--- src/verilog/vofr_pkg.sv ---
// Shared constants of the output-voltage fault supervisor.
// Assumes a PMBus front end that hands over decoded transactions.

package vofr_pkg;

  // ==========================================================
  // Command codes
  localparam logic [7:0] CMD_CLEAR_FAULTS = 8'h03;
  localparam logic [7:0] CMD_OV_ACTION    = 8'h41;
  localparam logic [7:0] CMD_UV_LIMIT     = 8'h44;
  localparam logic [7:0] CMD_UV_ACTION    = 8'h45;

  // ==========================================================
  // Transaction lengths on the command port
  localparam logic [1:0] LEN_SEND = 2'h0;
  localparam logic [1:0] LEN_BYTE = 2'h1;
  localparam logic [1:0] LEN_WORD = 2'h2;

  // ==========================================================
  // Reset values
  localparam logic [7:0] OV_ACTION_RST = 8'h80;
  localparam logic [7:0] UV_ACTION_RST = 8'h80;

  // ==========================================================
  // Response byte layout
  localparam int BEH_HI   = 7;
  localparam int BEH_LO   = 6;
  localparam int RETRY_HI = 5;
  localparam int RETRY_LO = 3;
  localparam int TIME_HI  = 2;
  localparam int TIME_LO  = 0;

  typedef enum logic [1:0] {
    BEH_IGNORE  = 2'h0,
    BEH_DELAY   = 2'h1,
    BEH_DISABLE = 2'h2,
    BEH_HOLD    = 2'h3
  } vofr_beh_t;

  localparam logic [2:0] RETRY_NONE    = 3'h0;
  localparam logic [2:0] RETRY_FOREVER = 3'h7;

  // ==========================================================
  // Undervoltage default is strap times NUM over DEN
  localparam logic [17:0] UV_NUM = 18'h00004;
  localparam logic [17:0] UV_DEN = 18'h00005;

  // ==========================================================
  // Timing: one unit of the 3-bit time field per fault type
  localparam int CLK_NS     = 100;
  localparam int OV_UNIT_NS = 1000;
  localparam int UV_UNIT_NS = 10000;
  localparam int OV_UNIT_CYC = (OV_UNIT_NS + CLK_NS - 1) / CLK_NS;
  localparam int UV_UNIT_CYC = (UV_UNIT_NS + CLK_NS - 1) / CLK_NS;

endpackage : vofr_pkg

--- src/verilog/vofr_resp.sv ---
// Response engine for one fault type: delay, disable, retry, hold.
// Assumes faultNow is already masked where the fault type needs it.
`timescale 1ns/10ps
`default_nettype none

module vofr_resp #(
  parameter int UNIT_CYC   = 10,
  parameter bit CAN_IGNORE = 1'b1
) (
  // Clock and reset
  input  wire logic       clk_sys,
  input  wire logic       rstn,
  // Setting and condition
  input  wire logic [7:0] action,
  input  wire logic       faultNow,
  input  wire logic       enableReq,
  // Response
  output logic            outOff,
  output logic            faultEvent
);
  import vofr_pkg::*;

  localparam int TW = $clog2(UNIT_CYC) + 1;

  typedef enum logic [4:0] {
    ST_IDLE  = 5'h01,
    ST_DELAY = 5'h02,
    ST_OFF   = 5'h04,
    ST_HOLD  = 5'h08,
    ST_LATCH = 5'h10
  } vofr_state_t;

  vofr_state_t   state_ff, nxtState, disTarget;
  vofr_beh_t     beh, effBeh;
  logic [2:0]    retry, timeSet, usedCnt_ff, unitCnt_ff;
  logic [TW-1:0] tickCnt_ff;
  logic          react, exhausted, timerDone, tickWrap, timing, bump;

  // ==========================================================
  // Field decode
  assign beh     = vofr_beh_t'(action[BEH_HI:BEH_LO]);
  assign retry   = action[RETRY_HI:RETRY_LO];
  assign timeSet = action[TIME_HI:TIME_LO];
  // Ignore turns into plain disable where the fault may not be ignored
  assign effBeh  = (beh == BEH_IGNORE && !CAN_IGNORE) ?
                   BEH_DISABLE : beh;
  assign react   = enableReq && faultNow &&
                   (effBeh != BEH_IGNORE);
  assign exhausted = (retry != RETRY_FOREVER) &&
                     (usedCnt_ff >= retry);
  assign disTarget = exhausted ? ST_LATCH : ST_OFF;
  assign timerDone = (unitCnt_ff == timeSet);
  assign tickWrap  = (tickCnt_ff == TW'(UNIT_CYC - 1));
  assign timing    = (state_ff == ST_DELAY) || (state_ff == ST_OFF);
  assign bump      = (state_ff == ST_OFF) && timerDone &&
                     (retry != RETRY_FOREVER);

  // Next state; dropping the enable is a restart and wins
  always_comb begin
    nxtState = state_ff;
    if (!enableReq) begin
      nxtState = ST_IDLE;
    end else begin
      case (state_ff)
        ST_IDLE: begin
          if (react) begin
            case (effBeh)
              BEH_DELAY: nxtState = ST_DELAY;
              BEH_HOLD:  nxtState = ST_HOLD;
              default:   nxtState = disTarget;
            endcase
          end
        end
        ST_DELAY: begin
          if (!faultNow) nxtState = ST_IDLE;
          else if (timerDone) nxtState = disTarget;
        end
        // Restart without looking at the fault; IDLE sees it again
        ST_OFF:   if (timerDone) nxtState = ST_IDLE;
        ST_HOLD:  if (!faultNow) nxtState = ST_IDLE;
        ST_LATCH: nxtState = ST_LATCH;
        default:  nxtState = ST_IDLE;
      endcase
    end
  end

  always_ff @(posedge clk_sys or negedge rstn) begin
    if (!rstn) state_ff <= ST_IDLE;
    else state_ff <= nxtState;
  end

  // Attempts used since the last restart
  always_ff @(posedge clk_sys or negedge rstn) begin
    if (!rstn) usedCnt_ff <= 3'h0;
    else if (!enableReq) usedCnt_ff <= 3'h0;
    else if (bump) usedCnt_ff <= 3'(usedCnt_ff + 3'h1);
  end

  // Unit timer restarts on every state change
  always_ff @(posedge clk_sys or negedge rstn) begin
    if (!rstn) begin
      tickCnt_ff <= '0;
      unitCnt_ff <= 3'h0;
    end else if (!timing || state_ff != nxtState) begin
      tickCnt_ff <= '0;
      unitCnt_ff <= 3'h0;
    end else if (tickWrap) begin
      tickCnt_ff <= '0;
      if (!timerDone) unitCnt_ff <= 3'(unitCnt_ff + 3'h1);
    end else begin
      tickCnt_ff <= TW'(tickCnt_ff + 1'b1);
    end
  end

  assign outOff = (state_ff == ST_OFF) || (state_ff == ST_HOLD) ||
                  (state_ff == ST_LATCH);
  assign faultEvent = (state_ff == ST_IDLE) && react;
endmodule : vofr_resp

`default_nettype wire

--- src/verilog/vofr_top.sv ---
// Output-voltage fault supervisor: response settings, UV threshold,
// UV comparison and sticky fault status behind the PMBus command port.
// Assumes a PMBus front end delivering one-cycle decoded transactions
// and an external overvoltage comparator.
`timescale 1ns/10ps
`default_nettype none

// How it works
// - Overvoltage fault can never be ignored
// - Overvoltage action resets to disable, no retry
// - Undervoltage action resets to disable, no retry
// - Behaviour 00 ignores the fault, keeps regulating
// - Behaviour 01 delays, disables, then retries
// - Behaviour 10 disables at once, then retries
// - Behaviour 11 holds off while OV persists; the UV mask frees it at once, so UV hiccups
// - Retry 000 stays off until restart
// - Retry 1..6 restarts that many, spaced
// - Retry 111 restarts forever without checking
// - Time field sets delay and retry spacing
// - Time unit depends on fault type
// - Fault status sticky until clear-faults command
// - UV compare masked during ramp or disable
// - UV limit word, default strap times 0.8
// - Response settings use byte transactions
module vofr_top #(
  parameter int OV_UNIT = vofr_pkg::OV_UNIT_CYC,
  parameter int UV_UNIT = vofr_pkg::UV_UNIT_CYC
) (
  // Clock and reset
  input  wire logic        clk_sys,
  input  wire logic        rstn,
  // Command port
  input  wire logic        cmdValid,
  input  wire logic        cmdWrite,
  input  wire logic [1:0]  cmdLen,
  input  wire logic [7:0]  cmdCode,
  input  wire logic [15:0] cmdWrData,
  output logic             cmdAck,
  output logic             cmdErr,
  output logic [15:0]      rdData,
  // Power stage
  input  wire logic        outEnableReq,
  input  wire logic        rampActive,
  input  wire logic        ovDetect,
  input  wire logic [15:0] voutSample,
  input  wire logic [15:0] strapVout,
  output logic             outEnable,
  // Status
  output logic             ovFault,
  output logic             uvFault
);
  import vofr_pkg::*;

  // ==========================================================
  // Default threshold scaling, also used by the checks
  function automatic logic [15:0] vofr_scale(input logic [15:0] s);
    logic [17:0] p;
    p = 18'(s) * UV_NUM;
    return 16'(p / UV_DEN);
  endfunction : vofr_scale

  // ==========================================================
  // State
  logic [7:0]  ovAct_ff;
  logic [7:0]  uvAct_ff;
  logic [15:0] uvLim_ff;
  logic        uvLoaded_ff;
  logic        ovFault_ff;
  logic        uvFault_ff;
  logic        outEnable_ff;
  logic [15:0] rdData_ff;

  logic [15:0] nxt_rdData;
  logic        nxt_outEnable;
  logic        nxt_ovFault;
  logic        nxt_uvFault;

  // ==========================================================
  // Command decode
  logic hitOvAct;
  logic hitUvAct;
  logic hitUvLim;
  logic hitClear;
  logic legal;
  logic isRead;
  logic ovActWr;
  logic uvActWr;
  logic uvLimWr;
  logic clearCmd;

  // Byte settings only by byte, limit only by word
  assign hitOvAct = (cmdCode == CMD_OV_ACTION) &&
                    (cmdLen == LEN_BYTE);
  assign hitUvAct = (cmdCode == CMD_UV_ACTION) &&
                    (cmdLen == LEN_BYTE);
  assign hitUvLim = (cmdCode == CMD_UV_LIMIT) &&
                    (cmdLen == LEN_WORD);
  assign hitClear = (cmdCode == CMD_CLEAR_FAULTS) &&
                    (cmdLen == LEN_SEND) && cmdWrite;
  assign legal    = hitOvAct || hitUvAct || hitUvLim || hitClear;
  assign isRead   = cmdValid && !cmdWrite && legal;
  assign ovActWr  = cmdValid && cmdWrite && hitOvAct;
  assign uvActWr  = cmdValid && cmdWrite && hitUvAct;
  assign uvLimWr  = cmdValid && cmdWrite && hitUvLim;
  assign clearCmd = cmdValid && hitClear;

  // Every transaction is answered at once; wrong ones are flagged
  assign cmdAck = cmdValid;
  assign cmdErr = cmdValid && !legal;

  // Read data mux; narrow settings sit in the low byte
  always_comb begin
    nxt_rdData = rdData_ff;
    if (isRead) begin
      if (hitOvAct) nxt_rdData = {8'h00, ovAct_ff};
      else if (hitUvAct) nxt_rdData = {8'h00, uvAct_ff};
      else nxt_rdData = uvLim_ff;
    end
  end

  always_ff @(posedge clk_sys or negedge rstn) begin
    if (!rstn) rdData_ff <= 16'h0000;
    else rdData_ff <= nxt_rdData;
  end

  // ==========================================================
  // Response settings
  always_ff @(posedge clk_sys or negedge rstn) begin
    if (!rstn) begin
      ovAct_ff <= OV_ACTION_RST;
      uvAct_ff <= UV_ACTION_RST;
    end else begin
      if (ovActWr) ovAct_ff <= cmdWrData[7:0];
      if (uvActWr) uvAct_ff <= cmdWrData[7:0];
    end
  end

  // ==========================================================
  // UV threshold: the strap is a live pin, so it is caught on the
  // first clock after reset instead of inside the reset branch.
  // Range against the output maximum is the host's duty.
  always_ff @(posedge clk_sys or negedge rstn) begin
    if (!rstn) begin
      uvLim_ff    <= 16'h0000;
      uvLoaded_ff <= 1'b0;
    end else begin
      uvLoaded_ff <= 1'b1;
      if (uvLimWr) uvLim_ff <= cmdWrData;
      else if (!uvLoaded_ff) uvLim_ff <= vofr_scale(strapVout);
    end
  end

  // ==========================================================
  // Fault conditions
  logic ovFaultNow;
  logic uvFaultNow;
  logic ovOff;
  logic uvOff;
  logic ovEvent;
  logic uvEvent;

  assign ovFaultNow = ovDetect;
  // No UV while ramping or off, else every start would trip
  assign uvFaultNow = outEnable_ff && outEnableReq && !rampActive &&
                      (voutSample < uvLim_ff);

  // Separate engines so each fault uses its own time unit
  vofr_resp #(
    .UNIT_CYC   (OV_UNIT),
    .CAN_IGNORE (1'b0)
  ) u_ov (
    .clk_sys    (clk_sys),
    .rstn       (rstn),
    .action     (ovAct_ff),
    .faultNow   (ovFaultNow),
    .enableReq  (outEnableReq),
    .outOff     (ovOff),
    .faultEvent (ovEvent)
  );

  vofr_resp #(
    .UNIT_CYC   (UV_UNIT),
    .CAN_IGNORE (1'b1)
  ) u_uv (
    .clk_sys    (clk_sys),
    .rstn       (rstn),
    .action     (uvAct_ff),
    .faultNow   (uvFaultNow),
    .enableReq  (outEnableReq),
    .outOff     (uvOff),
    .faultEvent (uvEvent)
  );

  // ==========================================================
  // Output enable and sticky status; a new event beats a clear
  assign nxt_outEnable = outEnableReq && !ovOff && !uvOff;
  assign nxt_ovFault = ovEvent || (ovFault_ff && !clearCmd);
  assign nxt_uvFault = uvEvent || (uvFault_ff && !clearCmd);

  always_ff @(posedge clk_sys or negedge rstn) begin
    if (!rstn) begin
      outEnable_ff <= 1'b0;
      ovFault_ff   <= 1'b0;
      uvFault_ff   <= 1'b0;
    end else begin
      outEnable_ff <= nxt_outEnable;
      ovFault_ff   <= nxt_ovFault;
      uvFault_ff   <= nxt_uvFault;
    end
  end

  assign outEnable = outEnable_ff;
  assign ovFault   = ovFault_ff;
  assign uvFault   = uvFault_ff;
  assign rdData    = rdData_ff;
endmodule : vofr_top

`default_nettype wire
--- config.mk ---
export PLATFORM = sky130hd
export DESIGN_NAME = vofr_top
export DESIGN_NICKNAME = d
export VERILOG_FILES = /design/src/verilog/vofr_pkg.sv /design/src/verilog/vofr_resp.sv /design/src/verilog/vofr_top.sv
export SDC_FILE = /design/constraint.sdc
export NUM_CORES = 1
export LEC_CHECK = 0
export ABC_AREA = 0
export BUFFER_PORTS_ARGS = -buffer_cell sky130_fd_sc_hd__buf_2
export CORE_ASPECT_RATIO = 0.9
export CORE_UTILIZATION = 53
export DETAILED_ROUTE_END_ITERATION = 7
export PLACE_DENSITY = 0.82
export SLEW_MARGIN = 0
export SYNTH_ARGS = -nofsm -noshare
export SYNTH_HDL_FRONTEND = slang
export SYNTH_SLANG_ARGS = --single-unit
--- constraint.sdc ---
create_clock -name clk_sys -period 8.3 [get_ports clk_sys]
set_clock_uncertainty 0.1 [all_clocks]
set_input_delay 0.83 -clock clk_sys [delete_from_list [all_inputs] [get_ports clk_sys]]
set_output_delay 0.83 -clock clk_sys [all_outputs]
set_load 0.02 [all_outputs]
==> out/results.txt <==
outcome = finished, violations left
failing checks = DRC
Critical Path AT = 7.18 ns
Final nets = 1,019
CTS sink count = 87
port bufs = 85
Worst setup SP type = primary input
total grt overflow = 0
Post-synth top flop = dfrtp_1
crit path launch = strapVout[12]
Syn Area/Cell = 8.26 um^2
drt wl/cell = 16.7 um
depth of the CTS H-tree = 3
postcts setup bufs = 0
post-synth net total = 973
Pwr Total = 0.00133 W
critical setup path kind = in -> reg
worst slew pin tran = 1.03 ns
vias post-DR = 6,808
sequential cell area fraction in the yosys report = 30.1%
IO Count = 86
final number of setup-violating endpoints = 0
Placed Instance Area = 7630 um^2
Clock Pin Slew Worst Setup and Hold Paths = 0.06 ns
top cell type's share of synthesized area = 28.7%
Core ar. = 13,400 um^2
fillers = 1,171
DR pass1 iterations = 8
row cnt = 40
Final Wtd Congestion = 0.938
P_leak = 3.56 nW
Worst Hold Class = in -> async
Warnings, synthesis = 0
Async SR Flop Fraction = 100%
# resized after CTS = 0
Crit. End Element = flip-flop
pwr dens = 167 nW/um^2
setup_tns = 0 ns
DRC Markers = 2
DRT antenna net count = 0
Cell variety after synth = 100
initial antenna violation count = 0
root buf cell = clkbuf_16
EDFF count, synth = 0
P&R area growth vs syn = 9.78%
drt via density = 6.21
total area of sequential cells = 2180 um^2
critical path peak fanout = 28
Finished Core Util = 59.5%
final period utilization = 84.9%
area of the multi-input gates = 4640 um^2
# diodes = 0
Max Cap Viol = 0
Max Root-Sink Buffers = 2
Yosys reg bits = 87
RSZ-0062 raised after global routing = false
Worst Path Required = 8.43 ns
first-pass GRT wire length = 30,300 um
synth top area cells = dfrtp_1 (29%), ha_1 (5.4%), nand2_1 (5.1%), nor2_1 (4.5%), o21ai_0 (4.2%)
Total GRT Usage = 26.6%
max-slew violations = 0
post-route minimum period = 7.05 ns
vias in the first global route = 6,217
Final Hold Viols = 0
TritonCTS buffer count = 9
final instance area = 7950 um^2
Mapped Cells = 877
area leader, netlist = dfrtp_1
HPWL after DPL = 13,400 um
Die X = 125 um
DRT iter0 DRCs = 585
Slew headroom = 31.2%
Worst VDD drop = 0.109 mV
final wirelength = 18,300 um
Netlist Area Pre-Place = 7240 um^2
share of layout cells above drive strength 1 = 17.3%
FMAX = 142 MHz
CTS tree = yes
FF-to-FF Start = uvLim_ff[1]
die height = 113 um
die area = 14,100 um^2
largest net degree at the start of global routing = 60
hold buffers post-CTS = 0
clock insertion delay at the later pin of the skew report = 0.35 ns
final hold slack = 0.299 ns
initial cell density of the core = 54.2%
[worst paths after layout]
kind | to | slack, ns | cells past startpoint
setup / recovery | uvLim_ff[0] | 1.25 | 24
hold / removal | u_uv.state_ff[3] | 0.30 | 1
setup reg to reg | u_uv.state_ff[4] | 4.06 | 18
hold reg to reg | rdData[14] | 0.38 | 2
max in group asynchronous | u_ov.tickCnt_ff[1] | 6.72 | 2
min in group clk_sys | rdData[14] | 0.38 | 2
[state kept, by name, indices dropped and copies added, names as in the netlist, 5 cells and up]
name             count
ovAct_ff             8
rdData              16
u_ov.state_ff        5
u_ov.tickCnt_ff      5
u_uv.state_ff        5
u_uv.tickCnt_ff      8
uvAct_ff             8
uvLim_ff            16
[through the flow]
step | worst slack, ns | instances
finish | 1.25 | 1096
floorplan | 2.22 | 877
detailed placement | 1.02 | 1080
CTS | 1.36 | 1096
global route | 0.672 | 1096
global placement | 1.31 | 1080
[cell usage in the layout, fill, tap and decap left out, types with 5 or more instances in the layout]
cell | Yosys | final
inv_1 | 33 | 33
a211oi_1 | 15 | 15
nand2_1 | 98 | 98
nor2b_1 | 8 | 8
a22oi_1 | 5 | 5
nand3_1 | 36 | 36
mux2_2 | 13 | 13
and2_1 | 7 | 7
o22ai_1 | 7 | 7
nand3b_1 | 14 | 14
nor4_1 | 7 | 7
a21oi_1 | 59 | 59
nor3_1 | 13 | 13
ha_1 | 31 | 31
o221ai_1 | 7 | 7
clkbuf_16 | 0 | 9
buf_4 | 8 | 5
nand2b_1 | 12 | 12
buf_2 | 9 | 84
o21ai_0 | 61 | 61
xnor2_1 | 17 | 17
o211ai_1 | 9 | 9
xor2_1 | 16 | 16
o2111ai_1 | 8 | 8
dfrtp_1 | 83 | 83
nor2_1 | 86 | 86
nand4_1 | 7 | 7
mux2i_1 | 23 | 23
and3_1 | 10 | 10
a21o_1 | 16 | 16
[where the power goes]
group / switching, W / internal (W) / total [W]
Combinational: 0.000251 / 0.000165 / 0.000416
Sequential: 0.0000226 / 0.000449 / 0.000472
Clock: 0.000174 / 0.000264 / 0.000438
[final cells by class]
class / count / share of cell area, %
sequential: 87 / 27.4
multi-input combinational: 698 / 58.3
timing repair buffer: 89 / 5.76
inverter: 38 / 1.79
tap: 168 / 2.64
clock buffer: 9 / 2.83
clock inverter: 7 / 1.21
[logic make-up after synthesis]
group,share of synthesized area (%)
XOR/XNOR,3.99
multiplexers,5.41
AND/OR/NAND/NOR,24.5
buffers and inverters,5.86
flip-flops,30.1
adder cells (fa/ha/maj),5.77
other,0.0518
AO/OA/AOI/OAI,24.3
[critical path, stage by stage]
cell      delay, ns
buf_2          0.38
or4b_1         0.22
a21boi_1       0.10
nor3_1         0.54
nand4_1        0.23
a311o_1        0.44
o22ai_2        0.40
mux2i_1        0.24
mux2i_1        0.09
a21oi_1        0.65
or2_1          0.37
and3_1         0.20
o21ai_0        0.07
a32oi_1        0.27
nor2_1         0.11
ha_1           0.23
inv_1          0.12
nor2_1         0.07
o32ai_1        0.55
mux2i_1        0.20
ha_1           0.26
or3_1          0.30
a211oi_1       0.20
a21oi_1        0.09
[layer usage]
metal  global-route usage (%)  up-vias  routed length [um]
met5                        0        -                   0
met4                     8.54        0                 512
met3                     4.35       35                 892
met2                     42.6      221                8450
met1                     36.8     3268                8450
li1                         -     3284                   -
[cell usage after synthesis, types with 4 or more instances]
| cell | n |
|---|---|
| mux2_2 | 13 |
| nand2b_1 | 12 |
| buf_4 | 8 |
| nor4_1 | 7 |
| inv_1 | 33 |
| o2111ai_1 | 8 |
| nand2_1 | 98 |
| a211oi_1 | 15 |
| o21ai_0 | 61 |
| mux2i_1 | 23 |
| nor2b_1 | 8 |
| o211ai_1 | 9 |
| a31oi_1 | 4 |
| clkbuf_1 | 31 |
| a211o_1 | 4 |
| a21o_1 | 16 |
| dfrtp_1 | 83 |
| nand3b_1 | 14 |
| a21oi_1 | 59 |
| nand4_1 | 7 |
| xnor2_1 | 17 |
| o21a_1 | 4 |
| or2_2 | 4 |
| o221ai_1 | 7 |
| ha_1 | 31 |
| buf_2 | 9 |
| clkinv_1 | 4 |
| dfstp_2 | 4 |
| nor2_1 | 86 |
| nor3_1 | 13 |
| and2_1 | 7 |
| and3_1 | 10 |
| xor2_1 | 16 |
| a22oi_1 | 5 |
| buf_6 | 5 |
| nand3_1 | 36 |
| o22ai_1 | 7 |
Power figures use the tool's default switching activity.
